[src/rtl/p2pm_pkg.sv]
// port 2 pin mux: register map, field positions, reset values and modes
// assumes a 32-bit apb slave with byte addresses on an 8-bit paddr
package p2pm_pkg;

  // ==========================================================
  // register byte offsets
  localparam logic [7:0] ADDR_SEL_A = 8'h00;
  localparam logic [7:0] ADDR_SEL_B = 8'h04;
  localparam logic [7:0] ADDR_GCFG_LOW = 8'h08;
  localparam logic [7:0] ADDR_GCFG_HIGH = 8'h0c;
  localparam logic [7:0] ADDR_GP_DATA = 8'h10;
  localparam logic [7:0] ADDR_GP_DIR = 8'h14;
  localparam logic [7:0] ADDR_GP_ALT = 8'h18;
  localparam logic [7:0] ADDR_GP_LEVEL = 8'h1c;
  localparam logic [7:0] ADDR_HS_UART_A = 8'h20;
  localparam logic [7:0] ADDR_HS_UART_B = 8'h24;
  localparam logic [7:0] ADDR_STATUS = 8'h28;

  // ==========================================================
  // reset values
  localparam logic [7:0] SEL_A_RESET = 8'h00;
  localparam logic [7:0] SEL_B_RESET = 8'h00;
  localparam logic [7:0] GCFG_RESET = 8'h00;
  localparam logic [5:0] GP_RESET = 6'h00;

  // ==========================================================
  // field positions
  localparam int SELB_LINE1_LO = 3;
  localparam int SELB_LINE2_BIT = 5;
  localparam int SELB_LINE3_LO = 6;
  localparam int SELA_LINE4_LO = 4;
  localparam int GCL_DEFAULT_CLEAR_BIT = 0;
  localparam int GCL_KBD_ENABLE_BIT = 2;
  localparam int GCL_CLOCK48_BIT = 6;
  localparam int GCH_CFG_PORT_BIT = 6;
  localparam int HS_CTS_BIT = 4;
  localparam int STAT_STRAP_PHASE_BIT = 0;
  localparam int STAT_PM_EVENT_BIT = 1;

  // strap pin indices in the strap vectors
  localparam int STRAP_A_RTS = 0;
  localparam int STRAP_A_DTR = 1;
  localparam int STRAP_A_SOUT = 2;
  localparam int STRAP_B_SOUT = 3;

  // ==========================================================
  // 2-bit select codes
  localparam logic [1:0] MODE_DEFAULT = 2'b00;
  localparam logic [1:0] MODE_GP = 2'b01;
  localparam logic [1:0] MODE_ALT = 2'b10;

  // what a port 2 pin currently does
  typedef enum logic [2:0]
  {
    P2PM_ROLE_NONE,
    P2PM_ROLE_GP,
    P2PM_ROLE_PM_INT,
    P2PM_ROLE_KBD_LINE6,
    P2PM_ROLE_PANEL_OUT,
    P2PM_ROLE_PANEL_IN,
    P2PM_ROLE_KBD_LINE3
  } p2pm_role_t;

endpackage

[src/rtl/p2pm_sync.sv]
// two flip-flop synchroniser for a vector of pin levels
// assumes each bit is an independent level from outside the pclk domain
`timescale 1ns/1ps
module p2pm_sync #(
  parameter int WIDTH = 1
)
(
  input wire logic pclk,
  input wire logic presetn,
  input wire logic [WIDTH-1:0] async_in,
  output logic [WIDTH-1:0] sync_out
);

  logic [WIDTH-1:0] stage1;

  // ==========================================================
  // stage1 feeds only sync_out, never any other logic
  always_ff @(posedge pclk or negedge presetn)
  begin
    if (!presetn)
    begin
      stage1 <= '0;
      sync_out <= '0;
    end
    else
    begin
      stage1 <= async_in;
      sync_out <= stage1;
    end
  end

endmodule

[src/rtl/p2pm_top.sv]
// port 2 pin function mux with power-on strap capture and apb registers
// assumes pins pass through pads outside; weak pull-downs are enabled by strap_pulldown_en
//
// Our own choices: the register addresses and register access over APB.
`timescale 1ns/1ps

module p2pm_top
  import p2pm_pkg::*;
#(
  parameter int LINES = 6
)
(
  input wire logic pclk,
  input wire logic presetn,
  input wire logic psel,
  input wire logic penable,
  input wire logic pwrite,
  input wire logic [7:0] paddr,
  input wire logic [31:0] pwdata,
  output logic [31:0] prdata,
  output logic pready,
  output logic pslverr,
  input wire logic master_reset,
  input wire logic [LINES-1:0] port2_line_in,
  output logic [LINES-1:0] port2_line_out,
  output logic [LINES-1:0] port2_line_oe,
  input wire logic keyboard_reset_out,
  input wire logic addr_line20_gate,
  input wire logic [6:3] kbd_port1_drive,
  output logic [6:3] kbd_port1_level,
  input wire logic pm_event,
  input wire logic acpi_mode,
  output logic acpi_control_interrupt,
  input wire logic panel_switch_output,
  output logic panel_switch_input,
  input wire logic [3:0] strap_uart_drive,
  input wire logic [3:0] strap_pin_in,
  output logic [3:0] strap_pin_out,
  output logic [3:0] strap_pin_oe,
  output logic strap_pulldown_en,
  input wire logic uart_a_clear_to_send,
  input wire logic uart_b_clear_to_send,
  output logic [7:0] global_config_low,
  output logic [7:0] global_config_high
);

  // ==========================================================
  // declarations
  localparam int SYNC_W = LINES + 7;

  logic [SYNC_W-1:0] sync_raw;
  logic [SYNC_W-1:0] sync_lvl;
  logic [LINES-1:0] line_lvl;
  logic [3:0] strap_lvl;
  logic cts_a_lvl;
  logic cts_b_lvl;
  logic mreset_lvl;
  logic mreset_prev;
  logic strap_phase;
  logic capture;
  logic [7:0] pin_function_select_a;
  logic [7:0] pin_function_select_b;
  logic [LINES-1:0] gp_data;
  logic [LINES-1:0] gp_dir;
  logic [LINES-1:0] gp_alt;
  logic power_mgmt_interrupt_n;
  logic [LINES-1:0] alt_val;
  logic [LINES-1:0] alt_od;
  logic [LINES-1:0] next_line_out;
  logic [LINES-1:0] next_line_oe;
  logic [6:3] next_kbd_level;
  logic wr_en;
  logic rd_setup;
  logic addr_ok;
  logic [31:0] next_prdata;

  // ==========================================================
  // pin synchronisers
  assign sync_raw = {master_reset, uart_b_clear_to_send, uart_a_clear_to_send, strap_pin_in, port2_line_in};

  p2pm_sync #(
    .WIDTH(SYNC_W)
  ) u_sync (
    .pclk(pclk),
    .presetn(presetn),
    .async_in(sync_raw),
    .sync_out(sync_lvl)
  );

  assign line_lvl = sync_lvl[LINES-1:0];
  assign strap_lvl = sync_lvl[LINES+3:LINES];
  assign cts_a_lvl = sync_lvl[LINES+4];
  assign cts_b_lvl = sync_lvl[LINES+5];
  assign mreset_lvl = sync_lvl[LINES+6];

  // ==========================================================
  // role of each port 2 pin from the select fields
  function automatic p2pm_role_t line_role(input logic [2:0] idx, input logic [7:0] sa, input logic [7:0] sb);
    p2pm_role_t r;
    r = P2PM_ROLE_NONE;
    unique case (idx)
      3'd0, 3'd5: r = P2PM_ROLE_GP;
      3'd1:
      begin
        unique case (sb[SELB_LINE1_LO +: 2])
          MODE_DEFAULT: r = P2PM_ROLE_PM_INT;
          MODE_GP: r = P2PM_ROLE_GP;
          MODE_ALT: r = P2PM_ROLE_KBD_LINE6;
          default: r = P2PM_ROLE_NONE;
        endcase
      end
      3'd2: r = sb[SELB_LINE2_BIT] ? P2PM_ROLE_GP : P2PM_ROLE_PANEL_OUT;
      3'd3:
      begin
        unique case (sb[SELB_LINE3_LO +: 2])
          MODE_DEFAULT: r = P2PM_ROLE_PANEL_IN;
          MODE_GP: r = P2PM_ROLE_GP;
          default: r = P2PM_ROLE_NONE;
        endcase
      end
      3'd4:
      begin
        unique case (sa[SELA_LINE4_LO +: 2])
          MODE_GP: r = P2PM_ROLE_GP;
          MODE_ALT: r = P2PM_ROLE_KBD_LINE3;
          default: r = P2PM_ROLE_NONE;
        endcase
      end
      default: r = P2PM_ROLE_NONE;
    endcase
    return r;
  endfunction

  // ==========================================================
  // master reset edge and strap capture
  // the capture edge is the first cycle the synced master reset reads low
  assign capture = mreset_prev && !mreset_lvl;

  always_ff @(posedge pclk or negedge presetn)
  begin
    if (!presetn)
    begin
      mreset_prev <= 1'b0;
    end
    else
    begin
      mreset_prev <= mreset_lvl;
    end
  end

  // strap phase: pins released and pulled down while master reset is high
  always_ff @(posedge pclk or negedge presetn)
  begin
    if (!presetn)
    begin
      strap_phase <= 1'b1;
    end
    else if (mreset_lvl)
    begin
      strap_phase <= 1'b1;
    end
    else if (capture)
    begin
      strap_phase <= 1'b0;
    end
  end

  assign strap_pulldown_en = strap_phase;

  // ==========================================================
  // strap pins: uart drive once the strap phase is over
  always_ff @(posedge pclk or negedge presetn)
  begin
    if (!presetn)
    begin
      strap_pin_out <= 4'h0;
      strap_pin_oe <= 4'h0;
    end
    else
    begin
      strap_pin_out <= strap_uart_drive;
      strap_pin_oe <= {4{~strap_phase && !capture}};
    end
  end

  // ==========================================================
  // apb decode
  assign wr_en = psel && penable && pwrite;
  assign rd_setup = psel && !penable && !pwrite;
  assign pready = 1'b1;

  always_comb
  begin
    unique case (paddr)
      ADDR_SEL_A, ADDR_SEL_B, ADDR_GCFG_LOW, ADDR_GCFG_HIGH, ADDR_GP_DATA, ADDR_GP_DIR, ADDR_GP_ALT,
      ADDR_GP_LEVEL, ADDR_HS_UART_A, ADDR_HS_UART_B, ADDR_STATUS: addr_ok = 1'b1;
      default: addr_ok = 1'b0;
    endcase
  end

  // unmapped addresses answer with an error in the access phase
  assign pslverr = psel && penable && !addr_ok;

  // ==========================================================
  // pin function selects; master reset restores the defaults
  always_ff @(posedge pclk or negedge presetn)
  begin
    if (!presetn)
    begin
      pin_function_select_a <= SEL_A_RESET;
      pin_function_select_b <= SEL_B_RESET;
    end
    else if (mreset_lvl)
    begin
      pin_function_select_a <= SEL_A_RESET;
      pin_function_select_b <= SEL_B_RESET;
    end
    else if (wr_en)
    begin
      if (paddr == ADDR_SEL_A)
        pin_function_select_a <= pwdata[7:0];
      if (paddr == ADDR_SEL_B)
        pin_function_select_b <= pwdata[7:0];
    end
  end

  // ==========================================================
  // global config; the strap capture wins over a write in the same cycle
  always_ff @(posedge pclk or negedge presetn)
  begin
    if (!presetn)
    begin
      global_config_low <= GCFG_RESET;
      global_config_high <= GCFG_RESET;
    end
    else if (capture)
    begin
      global_config_low[GCL_DEFAULT_CLEAR_BIT] <= strap_lvl[STRAP_A_DTR];
      global_config_low[GCL_KBD_ENABLE_BIT] <= strap_lvl[STRAP_A_SOUT];
      global_config_low[GCL_CLOCK48_BIT] <= strap_lvl[STRAP_B_SOUT];
      global_config_high[GCH_CFG_PORT_BIT] <= strap_lvl[STRAP_A_RTS];
    end
    else if (wr_en)
    begin
      if (paddr == ADDR_GCFG_LOW)
        global_config_low <= pwdata[7:0];
      if (paddr == ADDR_GCFG_HIGH)
        global_config_high <= pwdata[7:0];
    end
  end

  // ==========================================================
  // general purpose port 2 registers
  always_ff @(posedge pclk or negedge presetn)
  begin
    if (!presetn)
    begin
      gp_data <= GP_RESET;
      gp_dir <= GP_RESET;
      gp_alt <= GP_RESET;
    end
    else if (mreset_lvl)
    begin
      gp_dir <= GP_RESET;
      gp_alt <= GP_RESET;
    end
    else if (wr_en)
    begin
      if (paddr == ADDR_GP_DATA)
        gp_data <= pwdata[LINES-1:0];
      if (paddr == ADDR_GP_DIR)
        gp_dir <= pwdata[LINES-1:0];
      if (paddr == ADDR_GP_ALT)
        gp_alt <= pwdata[LINES-1:0];
    end
  end

  // ==========================================================
  // power management interrupt, active low on the pin
  always_ff @(posedge pclk or negedge presetn)
  begin
    if (!presetn)
    begin
      power_mgmt_interrupt_n <= 1'b1;
      acpi_control_interrupt <= 1'b0;
    end
    else
    begin
      power_mgmt_interrupt_n <= ~pm_event;
      acpi_control_interrupt <= pm_event && acpi_mode;
    end
  end

  // ==========================================================
  // alternate functions of the gp lines
  // kbd port1 lines are quasi-bidirectional: they only pull low
  always_comb
  begin
    alt_val[0] = keyboard_reset_out;
    alt_od[0] = 1'b0;
    alt_val[1] = kbd_port1_drive[3];
    alt_od[1] = 1'b1;
    alt_val[2] = kbd_port1_drive[4];
    alt_od[2] = 1'b1;
    alt_val[3] = kbd_port1_drive[5];
    alt_od[3] = 1'b1;
    alt_val[4] = kbd_port1_drive[6];
    alt_od[4] = 1'b1;
    alt_val[5] = addr_line20_gate;
    alt_od[5] = 1'b0;
  end

  // ==========================================================
  // per pin drive and enable
  always_comb
  begin
    for (int i = 0; i < LINES; i++)
    begin
      next_line_out[i] = 1'b0;
      next_line_oe[i] = 1'b0;
      unique case (line_role(3'(i), pin_function_select_a, pin_function_select_b))
        P2PM_ROLE_GP:
        begin
          if (gp_alt[i] && alt_od[i])
            next_line_oe[i] = ~alt_val[i];
          else if (gp_alt[i])
          begin
            next_line_out[i] = alt_val[i];
            next_line_oe[i] = 1'b1;
          end
          else
          begin
            next_line_out[i] = gp_data[i];
            next_line_oe[i] = gp_dir[i];
          end
        end
        P2PM_ROLE_PM_INT:
        begin
          next_line_out[i] = power_mgmt_interrupt_n;
          next_line_oe[i] = 1'b1;
        end
        P2PM_ROLE_KBD_LINE6:
          next_line_oe[i] = ~kbd_port1_drive[6];
        P2PM_ROLE_KBD_LINE3:
          next_line_oe[i] = ~kbd_port1_drive[3];
        P2PM_ROLE_PANEL_OUT:
        begin
          next_line_out[i] = panel_switch_output;
          next_line_oe[i] = 1'b1;
        end
        P2PM_ROLE_PANEL_IN, P2PM_ROLE_NONE:
          next_line_oe[i] = 1'b0;
      endcase
    end
  end

  // ==========================================================
  // kbd port1 levels: wired-and of every pin carrying each line
  always_comb
  begin
    next_kbd_level = 4'hf;
    for (int i = 1; i < 5; i++)
    begin
      if (line_role(3'(i), pin_function_select_a, pin_function_select_b) == P2PM_ROLE_GP && gp_alt[i])
        next_kbd_level[i + 2] = next_kbd_level[i + 2] & line_lvl[i];
    end
    if (line_role(3'd1, pin_function_select_a, pin_function_select_b) == P2PM_ROLE_KBD_LINE6)
      next_kbd_level[6] = next_kbd_level[6] & line_lvl[1];
    if (line_role(3'd4, pin_function_select_a, pin_function_select_b) == P2PM_ROLE_KBD_LINE3)
      next_kbd_level[3] = next_kbd_level[3] & line_lvl[4];
  end

  // ==========================================================
  // registered pin outputs and inward levels
  always_ff @(posedge pclk or negedge presetn)
  begin
    if (!presetn)
    begin
      port2_line_out <= '0;
      port2_line_oe <= '0;
      kbd_port1_level <= 4'hf;
      panel_switch_input <= 1'b1;
    end
    else
    begin
      port2_line_out <= next_line_out;
      port2_line_oe <= next_line_oe;
      kbd_port1_level <= next_kbd_level;
      // panel input holds high when the pin is given to port 2
      if (line_role(3'd3, pin_function_select_a, pin_function_select_b) == P2PM_ROLE_PANEL_IN)
        panel_switch_input <= line_lvl[3];
      else
        panel_switch_input <= 1'b1;
    end
  end

  // ==========================================================
  // read data, captured in the setup cycle and held for the access
  always_comb
  begin
    next_prdata = 32'h0000_0000;
    unique case (paddr)
      ADDR_SEL_A: next_prdata[7:0] = pin_function_select_a;
      ADDR_SEL_B: next_prdata[7:0] = pin_function_select_b;
      ADDR_GCFG_LOW: next_prdata[7:0] = global_config_low;
      ADDR_GCFG_HIGH: next_prdata[7:0] = global_config_high;
      ADDR_GP_DATA: next_prdata[LINES-1:0] = gp_data;
      ADDR_GP_DIR: next_prdata[LINES-1:0] = gp_dir;
      ADDR_GP_ALT: next_prdata[LINES-1:0] = gp_alt;
      ADDR_GP_LEVEL: next_prdata[LINES-1:0] = line_lvl;
      ADDR_HS_UART_A: next_prdata[HS_CTS_BIT] = cts_a_lvl;
      ADDR_HS_UART_B: next_prdata[HS_CTS_BIT] = cts_b_lvl;
      ADDR_STATUS:
      begin
        next_prdata[STAT_STRAP_PHASE_BIT] = strap_phase;
        next_prdata[STAT_PM_EVENT_BIT] = pm_event;
      end
      default: next_prdata = 32'h0000_0000;
    endcase
  end

  always_ff @(posedge pclk or negedge presetn)
  begin
    if (!presetn)
      prdata <= 32'h0000_0000;
    else if (rd_setup)
      prdata <= next_prdata;
  end

endmodule

[config.mk]
export PLATFORM = sky130hd
export DESIGN_NAME = p2pm_top
export DESIGN_NICKNAME = d
export VERILOG_FILES = /design/src/rtl/p2pm_pkg.sv /design/src/rtl/p2pm_sync.sv /design/src/rtl/p2pm_top.sv
export SDC_FILE = /design/constraint.sdc
export NUM_CORES = 1
export LEC_CHECK = 0
export BUFFER_PORTS_ARGS = -buffer_cell sky130_fd_sc_hd__buf_2
export CAP_MARGIN = 20
export CORE_ASPECT_RATIO = 0.8
export CORE_MARGIN = 2
export CORE_UTILIZATION = 46
export DETAILED_ROUTE_END_ITERATION = 16
export GPL_TIMING_DRIVEN = 1
export PLACE_DENSITY_LB_ADDON = 0.05
export SLEW_MARGIN = 10
export SYNTH_ARGS = -nofsm -noshare
export SYNTH_HDL_FRONTEND = slang
export SYNTH_SLANG_ARGS = --single-unit
export TNS_END_PERCENT = 50
[constraint.sdc]
create_clock -name pclk -period 1.3 [get_ports pclk]
set_input_delay 0.065 -clock pclk [delete_from_list [all_inputs] [get_ports pclk]]
set_output_delay 0.065 -clock pclk [all_outputs]
set_load 0.1 [all_outputs]
==> metrics.md, run 1 <==
| Metric | Value |
|---|---|
| Status | finished, violations left |
| Failing checks | negative setup slack |
| Cell variety after synth | 56 |
| Ys Warns | 0 |
| DRT antenna net count | 0 |
| Drt via density | ~5.0 |
| Number of global-route vias before repair | between 3000 and 4000 |
| Critical path's top delay family | multiplexers |
| Synth Area in Adders | 0% |
| F_max | ~700 MHz |
| Clock sinks | between 100 and 150 |
| N_diodes | 0 |
| DRT Pass-1 Iters | 4 |
| WP data required | roughly 1.5 ns |
| Maximum clock insertion buffer count | 2 |
| Max Fanout on Critical Path | 2 |
| Hpwl dp | ~8700 um |
| Global-route wire length before repair | ~20000 um |
| Avg Synthesized Cell Area | 12.9 um^2 |
| CP Launch Type | flip-flop |
| Leak | roughly 3.3 nW |
| Cell Count, Final, Fillers Out | slightly above 700 |
| Post-route setup TNS | -0.796 ns |
| Synth Area in XOR/XNOR | 0% |
| Largest net degree at the start of global routing | 68 |
| Synth Area in Compound Gates | 5.87% |
| Total CTS buffers | 9 |
| Number of remaining DRC errors | 0 |
| Total grt overflow | 0 |
| Design area | between 6000 and 7000 um^2 |
| Post-Synthesis Cells | 374 |
| Initial antenna violation count | 0 |
| Die W | 118 um |
| 1st-iter DRT viols | approximately 170 |
| Area Overhead vs Synth | 40.8% |
| Kind of critical path | flip-flop to flip-flop |
| Dpl cells | between 600 and 700 |
| DR WL/cell | around 17 um |
| Final number of hold-violating endpoints | 0 |
| RSZ-0062 raised after global routing | yes |
| Largest family of logic cells by synthesized area | multiplexers |
| GP Congestion | around 0.84 |
| FFs w/ async S/R, synth | 100% |
| Slew Viols, Final | 0 |
| Max cap viols | 0 |
| Post-Synth Simple-Gate Area | a little over an eighth |
| Post-synthesis sequential area ratio | between 50% and 60% |
| Final wirelength | between 10000 and 15000 um |
| Critical Path Slowest Stage Cell | mux4_2 |
| Post-synth top area share | a little over half |
| DIE AREA | approximately 11000 um^2 |
| H-tree depth | 3 |
| Final period util | 109% |
| CTS Root Cell | clkbuf_16 |
| Clk_skew | ~0.0068 ns |
| Worst-path cell chain | mux4_2 -> a32o_1 -> a22oi_2 -> o21ai_1 |
| Worst path max stage delay | approximately 0.46 ns |
| Vias post-DR | 3521 |
| Arr. time, crit path | 1.65 ns |
| Synthesized area | slightly below 5000 um^2 |
| Top FF cell, synth | dfrtp_1 |
| Synthesized flop and latch total | 110 |
| I/O pin total | between 100 and 150 |
| GRT Util Overall | a little under a quarter |
| CTS tree | done |
| Worst setup EP type | flip-flop |
| Min Tclk post-route | roughly 1.4 ns |
| NumNets Final | roughly 640 |
| Starting density of the core | between 40% and 50% |
| Area contributors post-synth | dfrtp_1 54%, mux2i_1 7.5%, mux2_2 5.1% |
| Dpl cell area | 6050 um^2 |
| Number of setup violations in the final report | 21 |
| Site row count | 33 |
| Pre-CTS setup slack | -0.277 ns |
| Layout cells sized above 1 | roughly 48% |
| Fin Hold WS | between 0.03 and 0.04 ns |
| Clock Latency Late Sink | ~0.35 ns |
| Post-synthesis mux area share | 17.6% |
| Core area | about 10000 um^2 |
| IO buf count | a little under 100 |
| WP buf/inv | 0 |
| Die height | around 96 um |
| Final WS setup | -0.120 ns |
| Pwr Density | between 1000 and 1500 nW/um^2 |
| Peak VDD IR | between 0.9 and 1 mV |
| Post-synth EDFFs | 0 |
| Post-synth top area cell | dfrtp_1 |
| Hold Path Class | input port to flip-flop |
| Worst-path clk slew | approximately 0.070 ns |
## worst reg2reg max path, cell delays in order (launching register included)
cell	delay (ns)
dfrtp_1	0.39
mux4_2	0.46
a32o_1	0.25
a22oi_2	0.14
o21ai_1	0.07
## cell families after synthesis
logic type      count (synthesis)
compound gates                 43
buf+inv                        42
flops                         110
mux                            71
other cells                     2
simple gates                  106
## cell usage in the layout, fill, tap and decap left out, types with 10 or more instances in the layout
cell type	instances
buf_2	79
conb_1	25
dfrtp_1	85
buf_4	64
mux2_4	22
nand2_1	26
mux2i_1	36
dlygate4sd3_1	27
buf_12	15
nor2_1	38
o21ai_0	10
dfrtp_4	10
## layer usage
| layer | share of wire, % | vias to the layer above | GRT usage, % | routed length, um |
|---|---|---|---|---|
| li1 | - | 1654 | - | - |
| met1 | 48 | 1744 | 31.7 | 5850 |
| met2 | 46 | 107 | 36.7 | 5590 |
| met3 | 5.1 | 16 | 6.22 | 619 |
| met4 | 1.1 | 0 | 5.46 | 138 |
| met5 | 0 | - | 0 | 0 |
## path summary, 6_finish.rpt
| check | slack (ns) | to | cells past startpoint | from |
|---|---|---|---|---|
| worst max-delay path | -0.12 | prdata[4] | 4 | pin_function_select_b[4] |
| worst min-delay path | 0.03 | pin_function_select_b[6] | 3 | pwdata[6] |
| worst min register to register | 0.34 | u_sync.sync_out[6] | 0 | u_sync.stage1[6] |
| worst max register to register | -0.12 | prdata[4] | 4 | pin_function_select_b[4] |
| min in group asynchronous | 0.24 | port2_line_oe[2] | 3 | presetn |
| max in group asynchronous | 0.67 | kbd_port1_level[5] | 3 | presetn |
## through the flow
step	util [%]	power [mW]
final	66.3	7.47
after global routing	66.3	7.77
after CTS	65.5	7.52
after detailed placement	59.1	4.94
after global placement	59.1	4.93
after floorplan	-	4.58
## state kept, by name (all words and copies together) (netlist names), 4 cells and up
signal	flops
gp_data	6
u_sync.sync_out	13
kbd_port1_level	4
strap_pin_out	4
gp_alt	6
pin_function_select_b	8
prdata	8
port2_line_out	6
gp_dir	6
u_sync.stage1	13
global_config_high	8
port2_line_oe	6
global_config_low	8
pin_function_select_a	8
## where the power goes
part	internal (mW)	switching (mW)
Sequential	3.53	0.0476
Clock	1.30	1.20
Combinational	0.358	1.03
## synthesized netlist by cell type, drive strengths merged (4+ instances only)
cell      n
a21oi     8
and2      4
buf      33
clkbuf    5
dfrtp   103
dfstp     7
inv       4
mux2     29
mux2i    36
mux4      6
nand2    26
nand3     7
nand3b    4
nor2     42
nor3      4
o21ai    13
## timing repair
item	in CTS	in global routing
gates resized for setup	23	18
endpoints found under the hold margin	133	0
endpoints found under the setup margin	29	32
hold buffers	27	0
pin swaps	4	7
gates cloned	0	0
buffers inserted	5	3
## layout make-up
| class | instances | area, um^2 |
|---|---|---|
| clock buffer | 11 | 233 |
| clock inverter | 5 | 33.8 |
| fill | 820 | 3460 |
| inverter | 4 | 15.0 |
| multi-input combinational | 245 | 1970 |
| sequential | 110 | 2810 |
| tap | 140 | 175 |
| timing repair buffer | 195 | 1550 |
Power figures use the tool's default switching activity.
==> run 2, diff against run 1 <==
CORE_MARGIN = not set   (was 2)
==> metrics.md, run 2 (synthesis results as in run 1) <==
| Metric | Value |
|---|---|
| Hpwl dp | 8570 um |
| Psw | 2.28 mW |
| Pwr Density | approximately 1100 nW/um^2 |
| H-tree depth | 3 |
| Maximum clock insertion buffer count | 2 |
| 1st-iter DRT viols | 202 |
| Total grt overflow | 0 |
| Core area | roughly 10000 um^2 |
| Layout cells sized above 1 | a little under half |
| Initial antenna violation count | 0 |
| Dpl cell area | roughly 6000 um^2 |
| Total CTS buffers | 9 |
| Max cap viols | 0 |
| Kind of critical path | flip-flop to flip-flop |
| WP data required | roughly 1.5 ns |
| Worst setup EP type | flip-flop |
| Final wirelength | around 12000 um |
| Dpl cells | between 600 and 700 |
| RSZ-0062 raised after global routing | yes |
| Clk pwr share | between 30% and 40% |
| Fin Hold WS | ~0.018 ns |
| Failing checks | negative setup slack |
| Vias post-DR | roughly 3500 |
| Filler cells | between 700 and 800 |
| I/O pin total | between 100 and 150 |
| Area Overhead vs Synth | 39.6% |
| DR WL met2 | between 5000 and 6000 um |
| Clk_skew | between 0.007 and 0.008 ns |
| DRT Pass-1 Iters | 4 |
| Starting density of the core | between 40% and 50% |
| Die W | ~120 um |
| Logic pwr share | between 15 and 20% |
| Pre-CTS setup slack | -0.343 ns |
| NumNets Final | 634 |
| Hold Path Class | input port to flip-flop |
| Final number of hold-violating endpoints | 0 |
| F_max | just under 700 MHz |
| GRT Util Overall | 23.7% |
| Arr. time, crit path | 1.71 ns |
| Number of global-route vias before repair | 3496 |
| Top sig layer | met4 |
| Largest net degree at the start of global routing | 36 |
| CTS Root Cell | clkbuf_16 |
| Die height | between 90 and 100 um |
| DR WL/cell | 16.9 um |
| IO buf count | between 90 and 100 |
| Most common cell after layout, fill and taps aside | dfrtp_1 |
| CTS tree | done |
| GP Congestion | roughly 0.84 |
| Global-route wire length before repair | 18700 um |
| Drt via density | ~5.0 |
| Cell Count, Final, Fillers Out | around 710 |
| Total power | 7.66 mW |
| Max Fanout on Critical Path | 2 |
| Sequential Power Share | a little under half |
| Number of remaining DRC errors | 0 |
| Design area | 6730 um^2 |
| Site row count | 33 |
| Int Power | 5.38 mW |
| Final period util | 114% |
| Met1 WL | approximately 5700 um |
| Sw frac | about 30% |
| Number of setup violations in the final report | 2 |
| Clock Latency Late Sink | around 0.35 ns |
| Status | finished, violations left |
| Clock sinks | 110 |
| N_diodes | 0 |
| DRT antenna net count | 0 |
| CP Launch Type | flip-flop |
| Leak | 3.32 nW |
| Commonest cells after routing, fill and taps aside | 86 x dfrtp_1, 84 x buf_2, 63 x buf_4 |
| Slew Viols, Final | 0 |
| DIE AREA | about 11000 um^2 |
| Worst-path clk slew | 0.07 ns |
| Post-route setup TNS | -0.210 ns |
| Peak VDD IR | 0.687 mV |
| Top Registers | u_sync.stage1 (13), u_sync.sync_out (13) |
| Final WS setup | -0.177 ns |
| Min Tclk post-route | 1.48 ns |
| Util after Layout | about two thirds |
| Wire length on met3 | 599 um |
==> run 2: cell types whose count changed in the layout (fill, tap and decap cells not counted), moves of 2 or more <==
cell	delta
clkbuf_4	-3
clkinv_2	-2
mux2_2	+11
buf_2	+5
mux2_4	-11
==> run 2: area by class of cell <==
type	count	area, um^2	share of cell area, %
multi-input cells	245	1940	28.8
well taps	140	175	2.60
flip-flops and latches	110	2810	41.7
clock buffers	12	236	3.52
repair buffers	193	1500	22.3
inverters	4	15.0	0.223
clock inverters	4	55.1	0.818
==> run 2: metal layers <==
layer  up-vias  GRT usage [%]
li1       1646              -
met1      1751           34.3
met2       119           36.2
met3        14           4.28
met4         0           7.48
met5         -              0
==> run 2: critical path, cell delays in order, from the launching register on <==
cell     delay [ns]
dfrtp_1        0.39
mux4_2         0.50
a32o_1         0.24
a22oi_2        0.16
o21ai_1        0.08
==> run 2: worst paths after layout <==
path / from / to / slack [ns] / depth (start not counted)
worst max register to register: gp_dir[4] / prdata[4] / -0.18 / 4
worst min register to register: u_sync.stage1[6] / u_sync.sync_out[6] / 0.35 / 0
min in group asynchronous: presetn / strap_pin_out[1] / 0.17 / 2
worst max-delay path: gp_dir[4] / prdata[4] / -0.18 / 4
worst min-delay path: pwdata[7] / global_config_low[7] / 0.02 / 2
max in group asynchronous: presetn / global_config_low[3] / 0.55 / 3
==> run 2: what timing repair did <==
item	4_1_cts	5_1_grt
pin swaps	3	5
buffers inserted	5	3
hold buffers	26	0
gates resized for setup	16	10
gates cloned	0	1
setup endpoints to repair	26	25
hold endpoints to repair	114	0
==> run 2: power by group through the flow <==
| stage | Clock (mW) | Sequential [mW] | Combinational, mW |
|---|---|---|---|
| after floorplan | 0 | 3.96 | 0.622 |
| after global placement | 0 | 3.64 | 1.28 |
| after detailed placement | 0 | 3.64 | 1.29 |
| after CTS | 2.78 | 3.57 | 1.37 |
| after global routing | 2.89 | 3.58 | 1.44 |
| final | 2.71 | 3.57 | 1.38 |
